File: src/rtl/tac_pkg.sv
package tac_pkg;
   localparam int TAC_NCH = 8;
   localparam int TAC_RES_W = 10;
   localparam int TAC_CLKDIV_W = 6;
   localparam logic [5:0] TAC_PRESCAL_RST = 6'h00;
   localparam logic [6:0] TAC_STARTUP_RST = 7'h00;
   localparam logic [3:0] TAC_SAMPLE_HOLD_CYCLES_RST = 4'h0;
   localparam logic [9:0] TAC_CONV_CYCLES = 10'h00a;
   localparam logic [15:0] TAC_TIMER_RST = 16'h0000;
   localparam int TAC_STARTUP_STEP_LOG2 = 3;
   localparam int TAC_TS_NCONV = 4;
   typedef enum logic [2:0] {
      TAC_IDLE = 3'b000,
      TAC_WAKE = 3'b001,
      TAC_PICK = 3'b010,
      TAC_SAMPLE = 3'b011,
      TAC_CONV = 3'b100,
      TAC_STORE = 3'b101
   } tac_state_t;
endpackage : tac_pkg

File: src/rtl/tac_result_mem.sv
module tac_result_mem
   import tac_pkg::*;
(
   input wire logic core_clk,
   input wire logic sys_rst,
   input wire logic wr_en,
   input wire logic [3:0] wr_addr,
   input wire logic [TAC_RES_W-1:0] wr_data,
   input wire logic [3:0] rd_addr,
   output logic [TAC_RES_W-1:0] rd_data
);
   // Entries 0 to 7 hold channel results, 8 to 11 hold panel results.
   logic [TAC_RES_W-1:0] mem_q [0:15];
   always_ff @(posedge core_clk) begin
      if (wr_en) begin
         mem_q[wr_addr] <= wr_data;
      end
   end
   always_ff @(posedge core_clk or posedge sys_rst) begin
      if (sys_rst) begin
         rd_data <= '0;
      end else begin
         rd_data <= mem_q[rd_addr];
      end
   end
endmodule : tac_result_mem

File: src/rtl/tac_sequencer.sv
// Functional notes
// - Eight-to-one input select before each conversion.
// - Eight-bit or ten-bit result precision.
// - Result goes to last and channel registers.
// - Software, external edge, or timer starts sequence.
// - Touch mode timer sequence drives switches, stores.
// - Four panel switches measure both axes.
// - Fifth switch and resistor detect pen.
// - Sleep wakes on trigger, sleeps after sequence.
// - Only enabled channels are converted, apart from the touch panel reads on channels 1 and 3.
// - One DMA request per stored result.
// - Wake wait and sample time programmable.
// - Channel enable takes over the shared pin.
// - Inputs grounded after reset until enabled.
// - Configuration writable while clock gated.
// - Channels 0 to 3 double as electrodes.
// - Channels 4 to 7 are general only.
// - Single interrupt output for events.
// - Low precision zeroes top bits, byte DMA.
// - Panel conversions always ten-bit.
// - Conversion is sample cycles plus ten.
// - Wake wait is 8 to 1024 steps 8.
module tac_sequencer
   import tac_pkg::*;
(
   input wire logic core_clk,
   input wire logic sys_rst,
   input wire logic [TAC_NCH-1:0] channel_enable_register,
   input wire logic low_precision_select,
   input wire logic sleep_mode,
   input wire logic touch_enable,
   input wire logic pen_detect_enable,
   input wire logic [5:0] prescale,
   input wire logic [6:0] startup_field,
   input wire logic [3:0] sample_hold_cycles,
   input wire logic [3:0] touch_sample_hold_cycles,
   input wire logic [15:0] timer_period,
   input wire logic timer_enable,
   input wire logic soft_trigger,
   input wire logic external_conversion_trigger,
   input wire logic pen_sense,
   input wire logic conv_done,
   input wire logic [TAC_RES_W-1:0] conv_result,
   input wire logic [3:0] read_index,
   input wire logic dma_ack,
   output logic [2:0] mux_select,
   output logic [TAC_NCH-1:0] pin_takeover,
   output logic [TAC_NCH-1:0] input_grounded,
   output logic cell_awake,
   output logic conv_start,
   output logic [3:0] panel_switch,
   output logic pen_switch,
   output logic [TAC_RES_W-1:0] last_result,
   output logic [3:0] last_index,
   output logic [TAC_RES_W-1:0] read_data,
   output logic dma_req,
   output logic dma_byte_size,
   output logic [TAC_RES_W-1:0] dma_data,
   output logic busy,
   output logic seq_done,
   output logic pen_contact,
   output logic irq
);
   tac_state_t state_q, state_d;
   logic [2:0] trg_sync_q;
   logic [1:0] pen_sync_q;
   logic [5:0] div_q;
   logic adc_tick;
   logic [9:0] cnt_q;
   logic [15:0] tmr_q;
   logic tmr_fire;
   logic [TAC_NCH-1:0] pend_q;
   logic [2:0] ch_q;
   logic ts_mode_q;
   logic [1:0] ts_step_q;
   logic [TAC_RES_W-1:0] res_q;
   logic low_precision_select_q;
   logic done_q;
   logic pen_q;
   logic dma_q;
   logic [TAC_RES_W-1:0] dma_data_q;
   logic [TAC_RES_W-1:0] last_q;
   logic [3:0] last_idx_q;
   logic trigger;
   logic [9:0] wake_cycles;
   logic [9:0] sh_cycles;
   logic [TAC_RES_W-1:0] stored;
   logic [3:0] store_idx;
   logic store_en;
   logic seq_start;
   logic [3:0] first_pick;

   // Lowest set bit, used for picking; the start decision tests channel_enable_register directly.
   function automatic logic [3:0] tac_first(input logic [TAC_NCH-1:0] m);
      logic [3:0] r;
      r = 4'h8;
      for (int i = TAC_NCH - 1; i >= 0; i--) begin
         if (m[i]) begin
            r = 4'(i);
         end
      end
      return r;
   endfunction : tac_first

   // The external trigger pin passes two flops; the third feeds the edge detector.
   always_ff @(posedge core_clk or posedge sys_rst) begin
      if (sys_rst) begin
         trg_sync_q <= 3'h0;
         pen_sync_q <= 2'h0;
      end else begin
         trg_sync_q <= {trg_sync_q[1:0], external_conversion_trigger};
         pen_sync_q <= {pen_sync_q[0], pen_sense};
      end
   end

   // Converter clock tick from the prescaler.
   always_ff @(posedge core_clk or posedge sys_rst) begin
      if (sys_rst) begin
         div_q <= TAC_PRESCAL_RST;
      end else if (div_q >= prescale) begin
         div_q <= '0;
      end else begin
         div_q <= div_q + 6'h01;
      end
   end
   assign adc_tick = (div_q >= prescale);

   // Internal timer, counted in converter clock ticks.
   always_ff @(posedge core_clk or posedge sys_rst) begin
      if (sys_rst) begin
         tmr_q <= TAC_TIMER_RST;
      end else if (!timer_enable || tmr_fire) begin
         tmr_q <= TAC_TIMER_RST;
      end else if (adc_tick) begin
         tmr_q <= tmr_q + 16'h0001;
      end
   end
   assign tmr_fire = timer_enable && adc_tick && (tmr_q >= timer_period);

   assign trigger = soft_trigger || (trg_sync_q[1] && !trg_sync_q[2]) || tmr_fire;
   // A sequence with nothing to convert leaves idle only when touch_enable and timer_enable are both set.
   assign seq_start = (state_q == TAC_IDLE) && trigger
      && ((touch_enable && timer_enable) || (channel_enable_register != '0));
   assign wake_cycles = {startup_field, 3'h0} + 10'h007;
   assign sh_cycles = 10'((ts_mode_q ? touch_sample_hold_cycles : sample_hold_cycles));
   // One pick feeds both the channel register and the mask clear, so they cannot disagree.
   assign first_pick = tac_first(pend_q);

   always_comb begin
      state_d = state_q;
      case (state_q)
         TAC_IDLE: begin
            if (seq_start) begin
               state_d = sleep_mode ? TAC_WAKE : TAC_PICK;
            end
         end
         TAC_WAKE: begin
            if (adc_tick && cnt_q == wake_cycles) begin
               state_d = TAC_PICK;
            end
         end
         TAC_PICK: begin
            if (ts_mode_q || pend_q != '0) begin
               state_d = TAC_SAMPLE;
            end else begin
               state_d = TAC_IDLE;
            end
         end
         TAC_SAMPLE: begin
            if (adc_tick && cnt_q == sh_cycles) begin
               state_d = TAC_CONV;
            end
         end
         TAC_CONV: begin
            if (conv_done) begin
               state_d = TAC_STORE;
            end
         end
         TAC_STORE: begin
            state_d = TAC_PICK;
         end
         default: begin
            state_d = TAC_IDLE;
         end
      endcase
   end

   always_ff @(posedge core_clk or posedge sys_rst) begin
      if (sys_rst) begin
         state_q <= TAC_IDLE;
      end else begin
         state_q <= state_d;
      end
   end

   // Cycle counter for wake and sample-and-hold phases.
   always_ff @(posedge core_clk or posedge sys_rst) begin
      if (sys_rst) begin
         cnt_q <= '0;
      end else if (state_q != state_d) begin
         cnt_q <= '0;
      end else if (adc_tick) begin
         cnt_q <= cnt_q + 10'h001;
      end
   end

   // Sequence bookkeeping: pending mask, current channel, panel step.
   always_ff @(posedge core_clk or posedge sys_rst) begin
      if (sys_rst) begin
         pend_q <= '0;
         ch_q <= '0;
         ts_mode_q <= 1'b0;
         ts_step_q <= '0;
         low_precision_select_q <= 1'b0;
      end else if (seq_start) begin
         ts_mode_q <= touch_enable && tmr_fire;
         ts_step_q <= '0;
         pend_q <= channel_enable_register;
         low_precision_select_q <= low_precision_select && !(touch_enable && tmr_fire);
      end else if (state_q == TAC_PICK && !ts_mode_q && pend_q != '0) begin
         ch_q <= first_pick[2:0];
         pend_q[first_pick[2:0]] <= 1'b0;
      end else if (state_q == TAC_PICK && ts_mode_q) begin
         ch_q <= ts_step_q[1] ? 3'h3 : 3'h1;
      end else if (state_q == TAC_STORE && ts_mode_q) begin
         ts_step_q <= ts_step_q + 2'h1;
         if (ts_step_q == 2'(TAC_TS_NCONV - 1)) begin
            ts_mode_q <= 1'b0;
         end
      end
   end

   // Panel phases 0/1 drive top-bottom and read right; 2/3 drive right-left.
   assign panel_switch = (ts_mode_q && (state_q == TAC_SAMPLE || state_q == TAC_CONV))
      ? (ts_step_q[1] ? 4'b1100 : 4'b0011) : 4'b0000;
   // Pen detection stands down while a panel conversion runs.
   assign pen_switch = pen_detect_enable && !(ts_mode_q && state_q != TAC_IDLE);

   assign mux_select = ch_q;
   assign pin_takeover = channel_enable_register;
   assign input_grounded = ~channel_enable_register;
   assign cell_awake = !sleep_mode || state_q != TAC_IDLE;
   assign conv_start = (state_q == TAC_SAMPLE) && (state_d == TAC_CONV);
   assign busy = (state_q != TAC_IDLE);

   always_ff @(posedge core_clk or posedge sys_rst) begin
      if (sys_rst) begin
         res_q <= '0;
      end else if (state_q == TAC_CONV && conv_done) begin
         res_q <= low_precision_select_q ? {2'b00, conv_result[9:2]} : conv_result;
      end
   end

   assign stored = res_q;
   assign store_en = (state_q == TAC_STORE);
   assign store_idx = ts_mode_q ? (4'h8 + {2'b00, ts_step_q}) : {1'b0, ch_q};

   tac_result_mem u_mem (
      .core_clk(core_clk),
      .sys_rst(sys_rst),
      .wr_en(store_en),
      .wr_addr(store_idx),
      .wr_data(stored),
      .rd_addr(read_index),
      .rd_data(read_data)
   );

   // Last result, DMA request and events.
   always_ff @(posedge core_clk or posedge sys_rst) begin
      if (sys_rst) begin
         last_q <= '0;
         last_idx_q <= '0;
         dma_q <= 1'b0;
         dma_data_q <= '0;
         done_q <= 1'b0;
         pen_q <= 1'b0;
      end else begin
         if (store_en) begin
            last_q <= stored;
            last_idx_q <= store_idx;
            dma_data_q <= stored;
         end
         // A new store wins over an acknowledge in the same cycle.
         if (store_en) begin
            dma_q <= 1'b1;
         end else if (dma_ack) begin
            dma_q <= 1'b0;
         end
         done_q <= (state_q == TAC_PICK) && (state_d == TAC_IDLE);
         pen_q <= pen_switch && pen_sync_q[1];
      end
   end

   assign last_result = last_q;
   assign last_index = last_idx_q;
   assign dma_req = dma_q;
   assign dma_data = dma_data_q;
   assign dma_byte_size = low_precision_select_q;
   assign seq_done = done_q;
   assign pen_contact = pen_q;
   assign irq = done_q || (pen_q != (pen_switch && pen_sync_q[1]));

   a_start_pulse_one: assert property (
      @(posedge core_clk) disable iff (sys_rst) conv_start |=> !conv_start)
      else $error("start pulse longer than one cycle");
   a_capture_after_done: assert property (
      @(posedge core_clk) disable iff (sys_rst)
      (state_q == TAC_CONV && conv_done) |=> (state_q == TAC_STORE) ##1 (last_q == res_q))
      else $error("result not captured after done");
   a_low_precision_select_top_zero: assert property (
      @(posedge core_clk) disable iff (sys_rst)
      (state_q == TAC_STORE && low_precision_select_q) |-> stored[9:8] == 2'b00)
      else $error("low precision top bits not zero");
   a_only_enabled_ch: assert property (
      @(posedge core_clk) disable iff (sys_rst)
      (conv_start && !ts_mode_q)
      |-> channel_enable_register[ch_q] || $changed(channel_enable_register))
      else $error("disabled channel converted");
   // A trigger during a conversion must leave the running sequence alone.
   a_busy_no_restart: assert property (
      @(posedge core_clk) disable iff (sys_rst)
      (state_q == TAC_CONV && trigger && !conv_done) |=> state_q == TAC_CONV)
      else $error("trigger accepted while busy");
   a_sleep_wake_path: assert property (
      @(posedge core_clk) disable iff (sys_rst)
      (seq_start && sleep_mode) |=> state_q == TAC_WAKE)
      else $error("sleep wake skipped");
   a_sleep_after_done: assert property (
      @(posedge core_clk) disable iff (sys_rst)
      (seq_done && sleep_mode) |-> !cell_awake)
      else $error("cell left awake after sequence");
   a_done_pulse_one: assert property (
      @(posedge core_clk) disable iff (sys_rst) seq_done |=> !seq_done)
      else $error("sequence done longer than one cycle");
   a_ground_disabled: assert property (
      @(posedge core_clk) disable iff (sys_rst)
      input_grounded == ~channel_enable_register && pin_takeover == channel_enable_register)
      else $error("grounding mismatch");
   a_dma_on_store: assert property (
      @(posedge core_clk) disable iff (sys_rst) store_en |=> dma_req)
      else $error("no dma request after store");
   a_panel_tenbit: assert property (
      @(posedge core_clk) disable iff (sys_rst) ts_mode_q |-> !low_precision_select_q)
      else $error("panel conversion not ten-bit");
   a_panel_off_idle: assert property (
      @(posedge core_clk) disable iff (sys_rst)
      (state_q == TAC_IDLE) |-> panel_switch == 4'h0)
      else $error("panel switches closed while idle");
   a_pen_off_panel: assert property (
      @(posedge core_clk) disable iff (sys_rst)
      (ts_mode_q && busy) |-> !pen_switch)
      else $error("pen switch closed during panel conversion");
endmodule : tac_sequencer

File: config.mk
export PLATFORM = sky130hd
export DESIGN_NAME = tac_sequencer
export DESIGN_NICKNAME = d
export VERILOG_FILES = /design/src/rtl/tac_pkg.sv /design/src/rtl/tac_result_mem.sv /design/src/rtl/tac_sequencer.sv
export SDC_FILE = /design/constraint.sdc
export NUM_CORES = 1
export LEC_CHECK = 0
export BUFFER_PORTS_ARGS = -buffer_cell sky130_fd_sc_hd__buf_2
export CORE_ASPECT_RATIO = 2
export CORE_MARGIN = 10
export CORE_UTILIZATION = 50
export CTS_BUF_LIST = sky130_fd_sc_hd__clkbuf_8
export DETAILED_ROUTE_END_ITERATION = 8
export PLACE_DENSITY = 0.67
export SKIP_LAST_GASP = 1
export SYNTH_ARGS = -nofsm -noshare
export SYNTH_HDL_FRONTEND = slang
export SYNTH_SLANG_ARGS = --single-unit
File: constraint.sdc
create_clock -name core_clk -period 3.9 [get_ports core_clk]
set_input_delay 0.39 -clock core_clk [delete_from_list [all_inputs] [get_ports core_clk]]
set_output_delay 0.39 -clock core_clk [all_outputs]
set_load 0.1 [all_outputs]
==> flow_metrics.env <==
export IMPL_min_to="dma_req"
export IMPL_synth_edf_count=160
export IMPL_ff2ff_setup_slack_ns=1.08
export IMPL_hp_start="dma_ack"
export IMPL_power_mw=6.65
export IMPL_wirelength_mm=26.5
export IMPL_cts_reportedPaths_clkPinSlew_ns=0.07
export IMPL_rsz0062_at_grt="false"
export IMPL_fin_setup_tns_ns=0
export IMPL_path_class="register to output pin"
export IMPL_grt_usage=0.180
export IMPL_ys_top_cells_by_count="edfxtp_1 (160), dfrtp_1 (92), nand2_1 (76)"
export IMPL_grt_pass1_wl_mm=41.1
export IMPL_required_ns=3.51
export IMPL_antenna_found_initial=1
export IMPL_synth_area_top_cells="edfxtp_1 (43%), dfrtp_1 (21%), mux4_2 (10%), ha_1 (2.9%), nand2_1 (2.6%)"
export IMPL_worstSetupStartpointType="register"
export IMPL_vdd_drop_max_uv=348
export IMPL_min_path_cells=2
export IMPL_r2r_end="cnt_q[8]"
export IMPL_root_buffer="clkbuf_8"
export IMPL_fmax_mhz=315
export IMPL_power_density_nw_per_um2=512
export IMPL_ys_types=57
export IMPL_dieWidth_um=126
export IMPL_ys_seq_area_frac=0.636
export IMPL_syn_to_final_growth_pct=16.1
export IMPL_cp_cell_sequence="ha_1, o211ai_1, a21oi_1, o22ai_2, nor3_1, buf_2"
export IMPL_cp_buffers_inverters=1
export IMPL_cts_buffers=35
export IMPL_crit_fanout=12
export IMPL_setup_ws_ns=0.726
export IMPL_hp_class="primary input to register"
export IMPL_grt_pass1_vias=7337
export IMPL_coreArea_um2=22100
export IMPL_netlist_area_leader_share=0.430
export IMPL_period_share=0.814
export IMPL_viasPerCell=5.43
export IMPL_die_y_um=231
export IMPL_clk_latency_ns=0.53
export IMPL_vias=6894
export IMPL_cp_end_kind="output pin"
export IMPL_cts_resized=0
export IMPL_crit_path_max_incr_delay_ns=0.48
export IMPL_dp_hpwl_mm=19.5
export IMPL_drive_gt1_frac=0.274
export IMPL_tightest_slew_ns=1.03
export IMPL_syn_area_per_cell_um2=14.3
export IMPL_yosysTopAreaCell="edfxtp_1"
export IMPL_maxSlewViolCount=0
export IMPL_clock_path_buffers=3
export IMPL_async_reset_ff_frac=0.365
export IMPL_slew_headroom=0.313
export IMPL_wire_per_inst_um=20.9
export IMPL_ys_warn_count=0
export IMPL_grt_ovfl_total=0
export IMPL_min_period_ns=3.17
export IMPL_final_hold_violation_count=0
export IMPL_drc=0
export IMPL_setup_viol=0
export IMPL_synth_cells=784
export IMPL_ant_nets=0
export IMPL_yosysMostFrequentCell="edfxtp_1"
export IMPL_insertedDiodeCount=0
export IMPL_tritoncts="yes"
export IMPL_r2r_start="div_q[3]"
export IMPL_row_count=77
export IMPL_htreeDepth=2
export IMPL_first_pass_iters=5
export IMPL_routabilityCongestion=0.894
export IMPL_path_delay_family="compound AO/OA/AOI/OAI gates"
export IMPL_skew_ns=0.0111
export IMPL_ys_ff_latch=252
export IMPL_cp_slowest_cell="buf_2"
export IMPL_outcome="complete, no violations"
export IMPL_r2r_cells=7
export IMPL_drtIter0Drc=381
export IMPL_fin_hold_ws_ns=0.0584
export IMPL_synth_ff_type="edfxtp_1"
export IMPL_utilization=0.588
export IMPL_ios=137
export IMPL_cellLeakagePower_nw=5.22
export IMPL_fillers=1778
export IMPL_portBuffers=136
export IMPL_final_nets=1065
export IMPL_dieArea_um2=29100
export IMPL_grt_max_degree=48
export IMPL_worstPathArrival_ns=2.78
export IMPL_maxCapViolCount=0
export IMPL_cts_num_sinks=252
export IMPL_place_ws_ns=1.02
export IMPL_syn_area_um2=11200
export IMPL_initial_core_util=0.507
-- timing repair --
| action | CTS | global route |
|---|---|---|
| hold endpoints to repair | 47 | 0 |
| buffers inserted | 0 | 0 |
| hold buffers | 3 | 0 |
-- worst max-delay path by stage --
stage / to / slack (ns) / from / cells past startpoint
2_1_floorplan: conv_start / 0.03 / prescale[3] / 7
3_3_place_gp: cnt_q[2] / 1.10 / prescale[3] / 9
3_5_place_dp: cnt_q[3] / 1.02 / prescale[3] / 9
4_1_cts: conv_start / 0.67 / div_q[3] / 6
5_1_grt: conv_start / 0.58 / div_q[3] / 6
6_report: conv_start / 0.73 / div_q[3] / 6
-- kinds of logic after synthesis --
| group | after synthesis | synth area share |
|---|---|---|
| muxes | 71 | 0.120 |
| buffers and inverters | 94 | 0.0395 |
| xor gates and xnor gates | 39 | 0.0305 |
| and+or+nand+nor | 204 | 0.0871 |
| adders and majority gates | 26 | 0.0291 |
| AOI/OAI and AO/OA | 97 | 0.0580 |
| other | 1 | 0.000335 |
| DFF | 252 | 0.636 |
-- final cells by class --
class,instances,area (um2),share of cell area
clock buffers,42,578,0.0445
clock inverters,21,110,0.00848
inverters,40,153,0.0118
multi-input cells,477,3810,0.293
flip-flops and latches,252,7110,0.547
well taps,276,345,0.0266
repair buffers,162,883,0.0680
-- metrics by stage --
stage | area [um2] | std cells
finish | 13000 | 1270
global route | 13000 | 1270
CTS | 13000 | 1270
detailed placement | 12300 | 1204
global placement | 12300 | 1204
floorplan | 11300 | 823
-- power breakdown --
group          internal (mW)  switching [mW]  total [mW]
Clock                   1.04           0.966        2.01
Combinational          0.434           0.962        1.40
Sequential              3.01           0.238        3.25
Total                   4.49            2.17        6.65
-- layer usage --
layer / GRT usage / up-vias / part of all wire
li1: - / 3225 / -
met3: 0.0345 / 58 / 0.049
met2: 0.356 / 204 / 0.58
met5: 0 / - / 0.00026
met4: 0.0761 / 2 / 0.035
met1: 0.174 / 3405 / 0.34
-- layout by cell type (no fill, tap or decap), types with 4 or more instances in the layout --
| cell type | netlist | routed |
|---|---|---|
| xor2_1 | 10 | 10 |
| o211ai_1 | 4 | 4 |
| a21oi_1 | 27 | 27 |
| clkbuf_8 | 0 | 42 |
| buf_4 | 20 | 23 |
| nand2b_1 | 7 | 7 |
| xnor2_1 | 29 | 29 |
| edfxtp_1 | 160 | 160 |
| and2_1 | 5 | 5 |
| a211oi_1 | 7 | 7 |
| nand3_1 | 15 | 15 |
| and3_1 | 8 | 8 |
| a31oi_1 | 7 | 7 |
| a21boi_0 | 7 | 6 |
| mux4_2 | 50 | 50 |
| ha_1 | 26 | 26 |
| nor2_1 | 44 | 44 |
| inv_1 | 40 | 53 |
| clkinv_2 | 0 | 4 |
| nand2_1 | 76 | 76 |
| conb_1 | 1 | 40 |
| nor3_1 | 10 | 10 |
| buf_2 | 5 | 136 |
| o21ai_0 | 19 | 19 |
| nor4_1 | 9 | 7 |
| dfrtp_1 | 92 | 92 |
| nor2b_1 | 5 | 5 |
| nand4_1 | 13 | 13 |
| mux2i_1 | 18 | 18 |
-- flip-flops by register name, indices dropped and copies added, names as in the netlist, 3 cells and up --
| signal | flops |
|---|---|
| cnt_q | 10 |
| last_result | 10 |
| res_q | 10 |
| pend_q | 8 |
| u_mem.mem_q | 160 |
| div_q | 6 |
| u_mem.rd_data | 10 |
| last_index | 4 |
| tmr_q | 16 |
| mux_select | 3 |
| state_q | 3 |
| trg_sync_q | 3 |
No activity file was read; power rests on OpenSTA's default activity.
